[config.mk]
export PLATFORM = sky130hd
export DESIGN_NAME = clock_buffer_output_ctrl
export DESIGN_NICKNAME = d
export VERILOG_FILES = /design/src/rtl/clock_buffer_pkg.sv /design/src/rtl/reg_byte_store.sv /design/src/rtl/clock_buffer_output_ctrl.sv
export SDC_FILE = /design/constraint.sdc
export NUM_CORES = 1
export LEC_CHECK = 0
export BUFFER_PORTS_ARGS = -buffer_cell sky130_fd_sc_hd__buf_4
export CAP_MARGIN = 20
export CORE_MARGIN = 3
export CORE_UTILIZATION = 56
export CTS_CLUSTER_DIAMETER = 120
export DETAILED_ROUTE_END_ITERATION = 10
export GPL_ROUTABILITY_DRIVEN = 0
export PLACE_DENSITY = 0.85
export SYNTH_ARGS = -nofsm -noshare
export SYNTH_HDL_FRONTEND = slang
export SYNTH_SLANG_ARGS = --single-unit
[constraint.sdc]
create_clock -name sys_clk_in -period 3.6 [get_ports sys_clk_in]
set_clock_uncertainty 0.05 [all_clocks]
set_input_delay 0.9 -clock sys_clk_in [delete_from_list [all_inputs] [get_ports sys_clk_in]]
set_output_delay 0.9 -clock sys_clk_in [all_outputs]
set_load 0.02 [all_outputs]
[src/rtl/clock_buffer_pkg.sv]
package clock_buffer_pkg;
    // number of gated clock outputs
    localparam int NUM_OUT_DEF = 12;
    // register space: byte count and index width
    localparam int NUM_REG = 8;
    localparam int REG_AW = 7;
    // slave addresses chosen by the latched select level
    localparam logic [6:0] SLAVE_ADDR_SEL0 = 7'h69;
    localparam logic [6:0] SLAVE_ADDR_SEL1 = 7'h6a;
    // enable register indices and bit layout
    localparam int REG_EN_LO = 0;
    localparam int REG_EN_HI = 1;
    localparam int EN_LO_WIDTH = 8;
    localparam int EN_HI_FIRST_BIT = 4;
    // reset contents, byte 0 in the low bits
    localparam logic [NUM_REG*8-1:0] REG_RESET_VEC = 64'h0000_0000_0000_f0ff;
    // writable bits; reserved bits stay zero
    localparam logic [NUM_REG*8-1:0] REG_WMASK_VEC = 64'hffff_ffff_ff00_f0ff;
    // command byte: mode bit selects byte access when set
    localparam int CMD_BYTE_MODE_BIT = 7;
    // byte count returned first in a block read
    localparam logic [7:0] BLOCK_READ_COUNT = 8'h06;
    // bits per serial byte
    localparam logic [3:0] BITS_PER_BYTE = 4'h8;
    // wake time after power-down release, in its own unit
    localparam int CLK_MHZ = 250;
    localparam int WAKE_TIME_US = 520;
    // longest time rounds down to whole cycles
    localparam int WAKE_CYCLES_DEF = WAKE_TIME_US * CLK_MHZ;
    localparam int WAKE_CNT_W = 18;

    // serial slave states
    typedef enum logic [3:0] {
        ST_IDLE,
        ST_ADDR,
        ST_ADDR_ACK,
        ST_CMD,
        ST_CMD_ACK,
        ST_CNT,
        ST_CNT_ACK,
        ST_WDATA,
        ST_WACK,
        ST_RDATA,
        ST_RACK
    } i2c_state_t;
endpackage : clock_buffer_pkg

[src/rtl/reg_byte_store.sv]
`timescale 1ns/1ns
module reg_byte_store
    import clock_buffer_pkg::*;
(
    // clock and reset
    input wire logic sys_clk_in,
    input wire logic reset_in,
    // write port
    input wire logic wr_en_in,
    input wire logic [REG_AW-1:0] wr_addr_in,
    input wire logic [7:0] wr_data_in,
    // read port, data one cycle later
    input wire logic [REG_AW-1:0] rd_addr_in,
    output logic [7:0] rd_data_out,
    // all bytes, flat
    output logic [NUM_REG*8-1:0] contents_out
);

    // whole state of the store
    typedef struct packed {
        logic [NUM_REG-1:0][7:0] mem;
        logic [7:0] rd_data;
    } store_t;

    store_t s_q;
    store_t s_d;

    // write with reserved-bit mask, registered read
    always_comb
    begin
        s_d = s_q;
        // out-of-range index reads zero
        s_d.rd_data = 8'h00;
        for (int i = 0; i < NUM_REG; i++)
        begin
            if (wr_en_in && wr_addr_in == REG_AW'(i))
            begin
                // masked bits keep their reset value
                s_d.mem[i] = (wr_data_in & REG_WMASK_VEC[i*8 +: 8])
                    | (REG_RESET_VEC[i*8 +: 8] & ~REG_WMASK_VEC[i*8 +: 8]);
            end
            if (rd_addr_in == REG_AW'(i))
            begin
                s_d.rd_data = s_q.mem[i];
            end
        end
    end

    // register the state; defaults load at reset
    always_ff @(posedge sys_clk_in)
    begin
        if (reset_in)
        begin
            s_q.mem <= REG_RESET_VEC;
            s_q.rd_data <= 8'h00;
        end
        else
        begin
            s_q <= s_d;
        end
    end

    assign rd_data_out = s_q.rd_data;
    assign contents_out = s_q.mem;

endmodule : reg_byte_store

[src/rtl/clock_buffer_output_ctrl.sv]
`timescale 1ns/1ns
// What this block does
// - output runs only when pin low, bit set
// - defaults: stop pin low, enable bits one
// - start/stop per output, others unaffected
// - resumed output has no short or long pulse
// - stopped output ends cleanly, then held low
// - start or stop within 3.5 input clocks
// - select pin latched at power-up, open reads one
// - address 1101001 for zero, 1101010 for one
// - power-down pin low enters power-down mode
// - power-down stops all outputs glitch-free, low
// - power-down also disables serial slave
// - outputs return just after 520 us from release
// - registers load defaults; serial use optional
// - block bytes ascending, msb first, stop anytime
// - block read returns count 06h then data
// - block write command gives start index
// - command 00h behaves as plain block mode
// - device acks every received write byte
// - byte read: restart, data, nack, stop
// - command top bit: one byte, zero block
// - each output has own enable bit, default one
module clock_buffer_output_ctrl
    import clock_buffer_pkg::*;
#(
    parameter int NUM_OUT = NUM_OUT_DEF,
    parameter int WAKE_CYCLES = WAKE_CYCLES_DEF
)
(
    // clock and reset
    input wire logic sys_clk_in,
    input wire logic reset_in,
    // input reference clock, sampled
    input wire logic ref_clk_in,
    // board control pins
    input wire logic [NUM_OUT-1:0] output_stop_pin_n_in,
    input wire logic power_down_pin_n_in,
    input wire logic slave_address_select_pin_in,
    // serial bus
    input wire logic scl_in,
    input wire logic sda_in,
    output logic sda_out,
    output logic sda_oe_out,
    // gated differential clocks
    output logic [NUM_OUT-1:0] differential_clock_output_p_out,
    output logic [NUM_OUT-1:0] differential_clock_output_n_out,
    // status
    output logic [NUM_OUT-1:0] output_running_out,
    output logic awake_out
);

    localparam int REG_BITS = NUM_REG * 8;

    // whole state of the block
    typedef struct packed {
        // synchronisers, two stages, plus a third on ref, scl and sda for edges
        logic ref_s1;
        logic ref_s2;
        logic ref_s3;
        logic [NUM_OUT-1:0] stop_s1;
        logic [NUM_OUT-1:0] stop_s2;
        logic pd_s1;
        logic pd_s2;
        logic sa_s1;
        logic sa_s2;
        logic scl_s1;
        logic scl_s2;
        logic scl_s3;
        logic sda_s1;
        logic sda_s2;
        logic sda_s3;
        // latched address select
        logic sa_taken;
        logic sa_level;
        // power-down and wake
        logic awake;
        logic [WAKE_CNT_W-1:0] wake_cnt;
        // output gating
        logic [NUM_OUT-1:0] gate;
        logic [NUM_OUT-1:0] clk_p;
        logic [NUM_OUT-1:0] clk_n;
        // serial slave
        i2c_state_t st;
        logic [3:0] bit_cnt;
        logic [7:0] shreg;
        logic [7:0] tx;
        logic rw;
        logic byte_mode;
        logic first;
        logic [7:0] remain;
        logic [REG_AW-1:0] ptr;
        logic sda_oe;
        logic sda_level;
    } state_t;

    state_t s_q;
    state_t s_d;

    // register store wiring
    logic wr_en;
    logic [7:0] rd_data;
    logic [REG_BITS-1:0] contents;
    // bus events
    logic scl_rise;
    logic scl_fall;
    logic bus_start;
    logic bus_stop;
    logic ref_fall;
    logic [6:0] own_addr;

    // enable bit of one output from the register contents
    function automatic logic en_bit(input logic [REG_BITS-1:0] c, input int i);
        if (i < EN_LO_WIDTH)
        begin
            return c[REG_EN_LO*8 + i];
        end
        return c[REG_EN_HI*8 + EN_HI_FIRST_BIT + i - EN_LO_WIDTH];
    endfunction : en_bit

    // register byte store
    reg_byte_store i_reg_byte_store (
        .sys_clk_in(sys_clk_in),
        .reset_in(reset_in),
        .wr_en_in(wr_en),
        .wr_addr_in(s_q.ptr),
        .wr_data_in(s_q.shreg),
        .rd_addr_in(s_q.ptr),
        .rd_data_out(rd_data),
        .contents_out(contents)
    );

    // next-state logic for the whole block
    always_comb
    begin
        s_d = s_q;
        wr_en = 1'b0;

        // two-stage synchronisers for every outside input
        s_d.ref_s1 = ref_clk_in;
        s_d.ref_s2 = s_q.ref_s1;
        s_d.ref_s3 = s_q.ref_s2;
        s_d.stop_s1 = output_stop_pin_n_in;
        s_d.stop_s2 = s_q.stop_s1;
        s_d.pd_s1 = power_down_pin_n_in;
        s_d.pd_s2 = s_q.pd_s1;
        s_d.sa_s1 = slave_address_select_pin_in;
        s_d.sa_s2 = s_q.sa_s1;
        s_d.scl_s1 = scl_in;
        s_d.scl_s2 = s_q.scl_s1;
        s_d.scl_s3 = s_q.scl_s2;
        s_d.sda_s1 = sda_in;
        s_d.sda_s2 = s_q.sda_s1;
        s_d.sda_s3 = s_q.sda_s2;

        // edges seen on the synchronised lines
        ref_fall = s_q.ref_s3 & ~s_q.ref_s2;
        scl_rise = s_q.scl_s2 & ~s_q.scl_s3;
        scl_fall = ~s_q.scl_s2 & s_q.scl_s3;
        bus_start = s_q.scl_s2 & s_q.scl_s3 & s_q.sda_s3 & ~s_q.sda_s2;
        bus_stop = s_q.scl_s2 & s_q.scl_s3 & ~s_q.sda_s3 & s_q.sda_s2;

        // catch the select level once, on first power-up
        if (!s_q.sa_taken && s_q.pd_s2)
        begin
            s_d.sa_taken = 1'b1;
            s_d.sa_level = s_q.sa_s2;
        end
        own_addr = s_q.sa_level ? SLAVE_ADDR_SEL1 : SLAVE_ADDR_SEL0;

        // power-down drops awake at once; release starts the wake count
        if (!s_q.pd_s2)
        begin
            s_d.awake = 1'b0;
            s_d.wake_cnt = '0;
        end
        else if (!s_q.awake)
        begin
            // wake lands once the full wake count has run, just past the longest time
            if (s_q.wake_cnt == WAKE_CNT_W'(WAKE_CYCLES - 1))
            begin
                s_d.awake = 1'b1;
            end
            else
            begin
                s_d.wake_cnt = s_q.wake_cnt + 1'b1;
            end
        end

        // per-output gate changes only at a falling input edge
        for (int i = 0; i < NUM_OUT; i++)
        begin
            if (ref_fall)
            begin
                // run only with pin low, bit set, and awake
                s_d.gate[i] = ~s_q.stop_s2[i] & en_bit(contents, i) & s_q.awake;
            end
            // p ends a full high, n starts a full low: no runt pulses
            s_d.clk_p[i] = s_q.ref_s2 & s_d.gate[i];
            s_d.clk_n[i] = ~s_q.ref_s2 & s_d.gate[i];
        end

        // serial slave, held idle and released while powered down
        if (!s_q.pd_s2)
        begin
            s_d.st = ST_IDLE;
            s_d.sda_oe = 1'b0;
        end
        else if (bus_start)
        begin
            // start or repeated start begins a new address phase
            s_d.st = ST_ADDR;
            s_d.bit_cnt = '0;
            s_d.sda_oe = 1'b0;
        end
        else if (bus_stop)
        begin
            // stop ends any transfer after any byte
            s_d.st = ST_IDLE;
            s_d.sda_oe = 1'b0;
        end
        else if (scl_rise)
        begin
            unique case (s_q.st)
                ST_ADDR, ST_CMD, ST_CNT, ST_WDATA:
                begin
                    // shift in msb first
                    s_d.shreg = {s_q.shreg[6:0], s_q.sda_s2};
                    s_d.bit_cnt = s_q.bit_cnt + 1'b1;
                end
                ST_RACK:
                begin
                    // not-acknowledge ends the read
                    if (s_q.sda_s2)
                    begin
                        s_d.st = ST_IDLE;
                    end
                end
                default:
                begin
                    s_d.st = s_q.st;
                end
            endcase
        end
        else if (scl_fall)
        begin
            unique case (s_q.st)
                ST_ADDR:
                begin
                    if (s_q.bit_cnt == BITS_PER_BYTE)
                    begin
                        s_d.bit_cnt = '0;
                        // acknowledge only our own address
                        if (s_q.shreg[7:1] == own_addr)
                        begin
                            s_d.rw = s_q.shreg[0];
                            s_d.sda_oe = 1'b1;
                            s_d.st = ST_ADDR_ACK;
                        end
                        else
                        begin
                            s_d.st = ST_IDLE;
                        end
                    end
                end
                ST_CMD:
                begin
                    if (s_q.bit_cnt == BITS_PER_BYTE)
                    begin
                        // top bit picks byte or block mode
                        s_d.byte_mode = s_q.shreg[CMD_BYTE_MODE_BIT];
                        // low seven bits give the start index
                        s_d.ptr = s_q.shreg[REG_AW-1:0];
                        s_d.first = 1'b1;
                        // byte mode moves a single register
                        s_d.remain = 8'h01;
                        s_d.bit_cnt = '0;
                        s_d.sda_oe = 1'b1;
                        s_d.st = ST_CMD_ACK;
                    end
                end
                ST_CNT:
                begin
                    if (s_q.bit_cnt == BITS_PER_BYTE)
                    begin
                        // data bytes beyond the count are acked, not stored
                        s_d.remain = s_q.shreg;
                        s_d.bit_cnt = '0;
                        s_d.sda_oe = 1'b1;
                        s_d.st = ST_CNT_ACK;
                    end
                end
                ST_WDATA:
                begin
                    if (s_q.bit_cnt == BITS_PER_BYTE)
                    begin
                        if (s_q.remain != 8'h00)
                        begin
                            // store and step to the next index
                            wr_en = 1'b1;
                            s_d.ptr = s_q.ptr + 1'b1;
                            s_d.remain = s_q.remain - 1'b1;
                        end
                        s_d.bit_cnt = '0;
                        s_d.sda_oe = 1'b1;
                        s_d.st = ST_WACK;
                    end
                end
                ST_ADDR_ACK:
                begin
                    if (s_q.rw)
                    begin
                        // block read sends its count first
                        if (!s_q.byte_mode && s_q.first)
                        begin
                            s_d.tx = BLOCK_READ_COUNT;
                        end
                        else
                        begin
                            s_d.tx = rd_data;
                            s_d.ptr = s_q.ptr + 1'b1;
                        end
                        s_d.first = 1'b0;
                        s_d.sda_oe = ~s_d.tx[7];
                        s_d.bit_cnt = 4'h1;
                        s_d.st = ST_RDATA;
                    end
                    else
                    begin
                        s_d.sda_oe = 1'b0;
                        s_d.st = ST_CMD;
                    end
                end
                ST_CMD_ACK:
                begin
                    // block mode expects a count next
                    s_d.sda_oe = 1'b0;
                    s_d.st = s_q.byte_mode ? ST_WDATA : ST_CNT;
                end
                ST_CNT_ACK, ST_WACK:
                begin
                    s_d.sda_oe = 1'b0;
                    s_d.st = ST_WDATA;
                end
                ST_RDATA:
                begin
                    if (s_q.bit_cnt == BITS_PER_BYTE)
                    begin
                        // release for the controller's answer
                        s_d.sda_oe = 1'b0;
                        s_d.bit_cnt = '0;
                        s_d.st = ST_RACK;
                    end
                    else
                    begin
                        // next bit, msb first
                        s_d.sda_oe = ~s_q.tx[6];
                        s_d.tx = {s_q.tx[6:0], 1'b0};
                        s_d.bit_cnt = s_q.bit_cnt + 1'b1;
                    end
                end
                ST_RACK:
                begin
                    // acked: send the next register in ascending order
                    s_d.tx = rd_data;
                    s_d.ptr = s_q.ptr + 1'b1;
                    s_d.sda_oe = ~rd_data[7];
                    s_d.bit_cnt = 4'h1;
                    s_d.st = ST_RDATA;
                end
                default:
                begin
                    s_d.st = s_q.st;
                end
            endcase
        end
    end

    // register the whole state
    always_ff @(posedge sys_clk_in)
    begin
        if (reset_in)
        begin
            s_q <= '0;
        end
        else
        begin
            s_q <= s_d;
        end
    end

    // outputs straight from state flops
    assign sda_out = s_q.sda_level;
    assign sda_oe_out = s_q.sda_oe;
    assign differential_clock_output_p_out = s_q.clk_p;
    assign differential_clock_output_n_out = s_q.clk_n;
    assign output_running_out = s_q.gate;
    assign awake_out = s_q.awake;

endmodule : clock_buffer_output_ctrl

==> metrics.md <==
| Metric | Value |
|---|---|
| Status | `finished, final reports clean` |
| Post-DRT Antenna Nets | `0` |
| Initial Utilization | `0.5780` |
| Vias in the first global route | `6781` |
| Total CTS buffers | `17` |
| Asr flop ratio synth | `0` |
| IO buf count | `between 50 and 60` |
| CTS clk-pin slew, worst paths | `roughly 70 ps` |
| Overall routing resource usage | `0.2403` |
| Vias per Instance | `6.086` |
| Drt initial violations | `984` |
| WL met3 | `roughly 1600 µm` |
| Area grow syn2layout | `9.965%` |
| Num rows | `45` |
| Total clock sinks | `between 150 and 200` |
| Worst hold stages | `1` |
| Post-Route M1 WL | `8605 µm` |
| P_leak | `3.843 nW` |
| Synth warn | `0` |
| Hold WC Path Type | `reg2reg` |
| Commonest non-fill, non-tap cell in the layout | `dfxtp_1` |
| Clock Path Buffers | `2` |
| Avg WL per Cell | `17.55 µm` |
| Sequential area share after synthesis | `0.4433` |
| Maxcap violations | `0` |
| Max_slew headroom | `0.3159` |
| Crit. End Element | `register` |
| Worst Path Max Fanout | `23` |
| Vias | `7321` |
| EDFF count, synth | `0` |
| Setup ws final | `749.3 ps` |
| Post-cts sizing count | `0` |
| VDD IR max | `0.3715 mV` |
| Largest net degree at the start of global routing | `54` |
| Top_reg_cell synth | `dfxtp_1` |
| Total grt overflow | `0` |
| Unrepaired setup endpoints after global routing | `false` |
| Worst Max-Slew Pin Slew | `1026 ps` |
| DRC violations left | `0` |
| Multi-input gate area | `4290 µm²` |
| Slew Viols, Final | `0` |
| Synth Instances | `996` |
| Final cell count without fillers | `1203` |
| Final setup fails | `0` |
| Setup tns final | `0 ps` |
| N_diodes | `0` |
| Share of cells above drive strength 1 | `0.1250` |
| Top sig layer | `met4` |
| Design Power | `0.004386 W` |
| Startpoint Class | `register` |
| Die X | `131.7 µm` |
| Core area | `around 15000 µm²` |
| Final HPWL from detailed placement | `13340 µm` |
| CTS tree | `yes` |
| Final WL | `21110 µm` |
| Placed cell area | `9075 µm²` |
| Drt first pass iters | `7` |
| Worst path arrival time | `3130 ps` |
| Final net count | `1011` |
| DP Cell Count | `1171` |
| FILL cells | `around 1.2k` |
| HP Start | `s_d[120]` |
| Register Area | `3924 µm²` |
| Synth Net Count | `1027` |
| Mean Syn Cell Area | `8.888 µm²` |
| Crit path kind | `reg2reg` |
| Minimum clock period | `2851 ps` |
| Initial antenna violation count | `0` |
| WL met2 | `10110 µm` |
| RR Startpoint | `s_q[40]` |
| R2r endpoint | `i_reg_byte_store.contents_out[5]` |
| R2r setup slk | `750 ps` |
| CTS Root Cell | `clkbuf_16` |
| Htree depth | `4` |
| Cell variety after synth | `75` |
| Mapped cell area | `8852 µm²` |
| Most frequent cells in the layout | `dfxtp_1, nor2_1, buf_4` |
| Worst r2r path cells | `4` |
| I/O Pins | `a little under 60` |
| Final Cycle Share | `0.7919` |
| Pwr Density | `450.5 nW/µm²` |
| Post CTS Setup Buffer Count | `0` |
| Final Cell Area | `9734 µm²` |
| Chip height | `131.7 µm` |
| Final hold vios | `0` |
| Worst-Skew Late Latency | `roughly 440 ps` |
| First-pass GRT wire length | `roughly 34000 µm` |
| Hold EP | `s_q[120]` |
| Critical Path RT | `3880 ps` |
| Die area | `17350 µm²` |
| Fmax achieved | `0.3508 GHz` |
| Place WS | `approximately 850 ps` |
| #FFs+latches synth | `196` |
| Post-CTS Hold Buffers | `0` |
==> per-layer routing <==
layer | track usage | vias up
met4 | 0.1044 | 0
met1 | 0.3050 | 3443
met2 | 0.3960 | 356
li1 | - | 3441
met5 | 0 | -
met3 | 0.05305 | 81
==> flip-flops by register name, indices dropped and copies added (netlist names) <==
register	cells
sda_oe_out	1
s_d	20
i_reg_byte_store.contents_out	52
s_q	78
awake_out	1
i_reg_byte_store.rd_data_out	8
differential_clock_output_p_out	12
differential_clock_output_n_out	12
output_running_out	12
==> cell type report <==
cell class                 instances  share of cell area
inverter                          27             0.01041
sequential                       196              0.4031
multi-input combinational        671              0.4407
clock buffer                      18             0.04512
clock inverter                    13             0.02185
timing repair buffer              67             0.05167
tap                              211             0.02712
==> metrics by stage <==
stage	hold slack [ps]	utilization
2_1_floorplan	363.8	-
3_3_place_gp	365.3	0.5926
3_5_place_dp	372.0	0.5926
4_1_cts	389.0	0.6351
5_1_grt	405.9	0.6356
6_report	386.9	0.6356
==> critical path: stages (launching register included) <==
cell      delay [ps]
dfxtp_1          840
nand4b_2         440
a21oi_2          530
nand4_2          440
a211o_1          410
==> synthesized netlist by cell type (3+ instances only) <==
library cell	number	area (µm²)
a211o_1	10	87.58
a211oi_1	10	75.07
a21o_1	4	30.03
a21oi_1	49	245.2
a221oi_1	9	78.83
a31oi_1	9	56.30
a32oi_1	7	61.31
and2_1	13	81.33
and3_1	7	43.79
buf_1	4	15.01
buf_2	9	45.04
buf_4	38	285.3
clkbuf_1	51	191.4
dfxtp_1	196	3924
ha_1	12	150.1
inv_1	27	101.4
mux2i_1	57	570.6
nand2_1	44	165.2
nand2b_1	15	93.84
nand3_1	22	110.1
nand3b_1	10	75.07
nand4_1	9	56.30
nand4_2	5	62.56
nor2_1	136	510.5
nor2b_1	45	281.5
nor3_1	46	230.2
nor3b_1	7	52.55
nor4_1	15	93.84
nor4b_1	4	35.03
nor4bb_1	5	50.05
o21ai_0	23	115.1
o22ai_1	9	56.30
o31ai_1	3	22.52
o32ai_1	7	61.31
or2_2	4	25.02
or3_1	9	56.30
or4_1	5	37.54
xnor2_1	14	122.6
==> worst max-delay path by stage <==
stage / start / end / cells after the start
2_1_floorplan: s_q[104] / i_reg_byte_store.contents_out[5] / 7
3_3_place_gp: s_q[40] / i_reg_byte_store.contents_out[7] / 4
3_5_place_dp: s_q[40] / i_reg_byte_store.contents_out[7] / 4
4_1_cts: s_q[40] / i_reg_byte_store.contents_out[5] / 4
5_1_grt: s_q[40] / i_reg_byte_store.contents_out[5] / 4
6_report: s_q[40] / i_reg_byte_store.contents_out[5] / 4
==> report_power, final <==
group / internal [W] / switching (W)
clock: 0.00121 / 0.000875
sequential: 0.00219 / 0.0000118
combinational: 0.0000377 / 0.0000616
total: 0.00344 / 0.000948
==> kinds of logic after synthesis <==
group	share of synthesized area
AND/OR/NAND/NOR	0.2490
adder cells (fa/ha/maj)	0.01696
flip-flops	0.4433
other	0.0004236
XOR/XNOR	0.01894
buffers and inverters	0.07208
AO/OA/AOI/OAI	0.1323
multiplexers	0.06700
No activity file was read; power rests on OpenSTA's default activity.
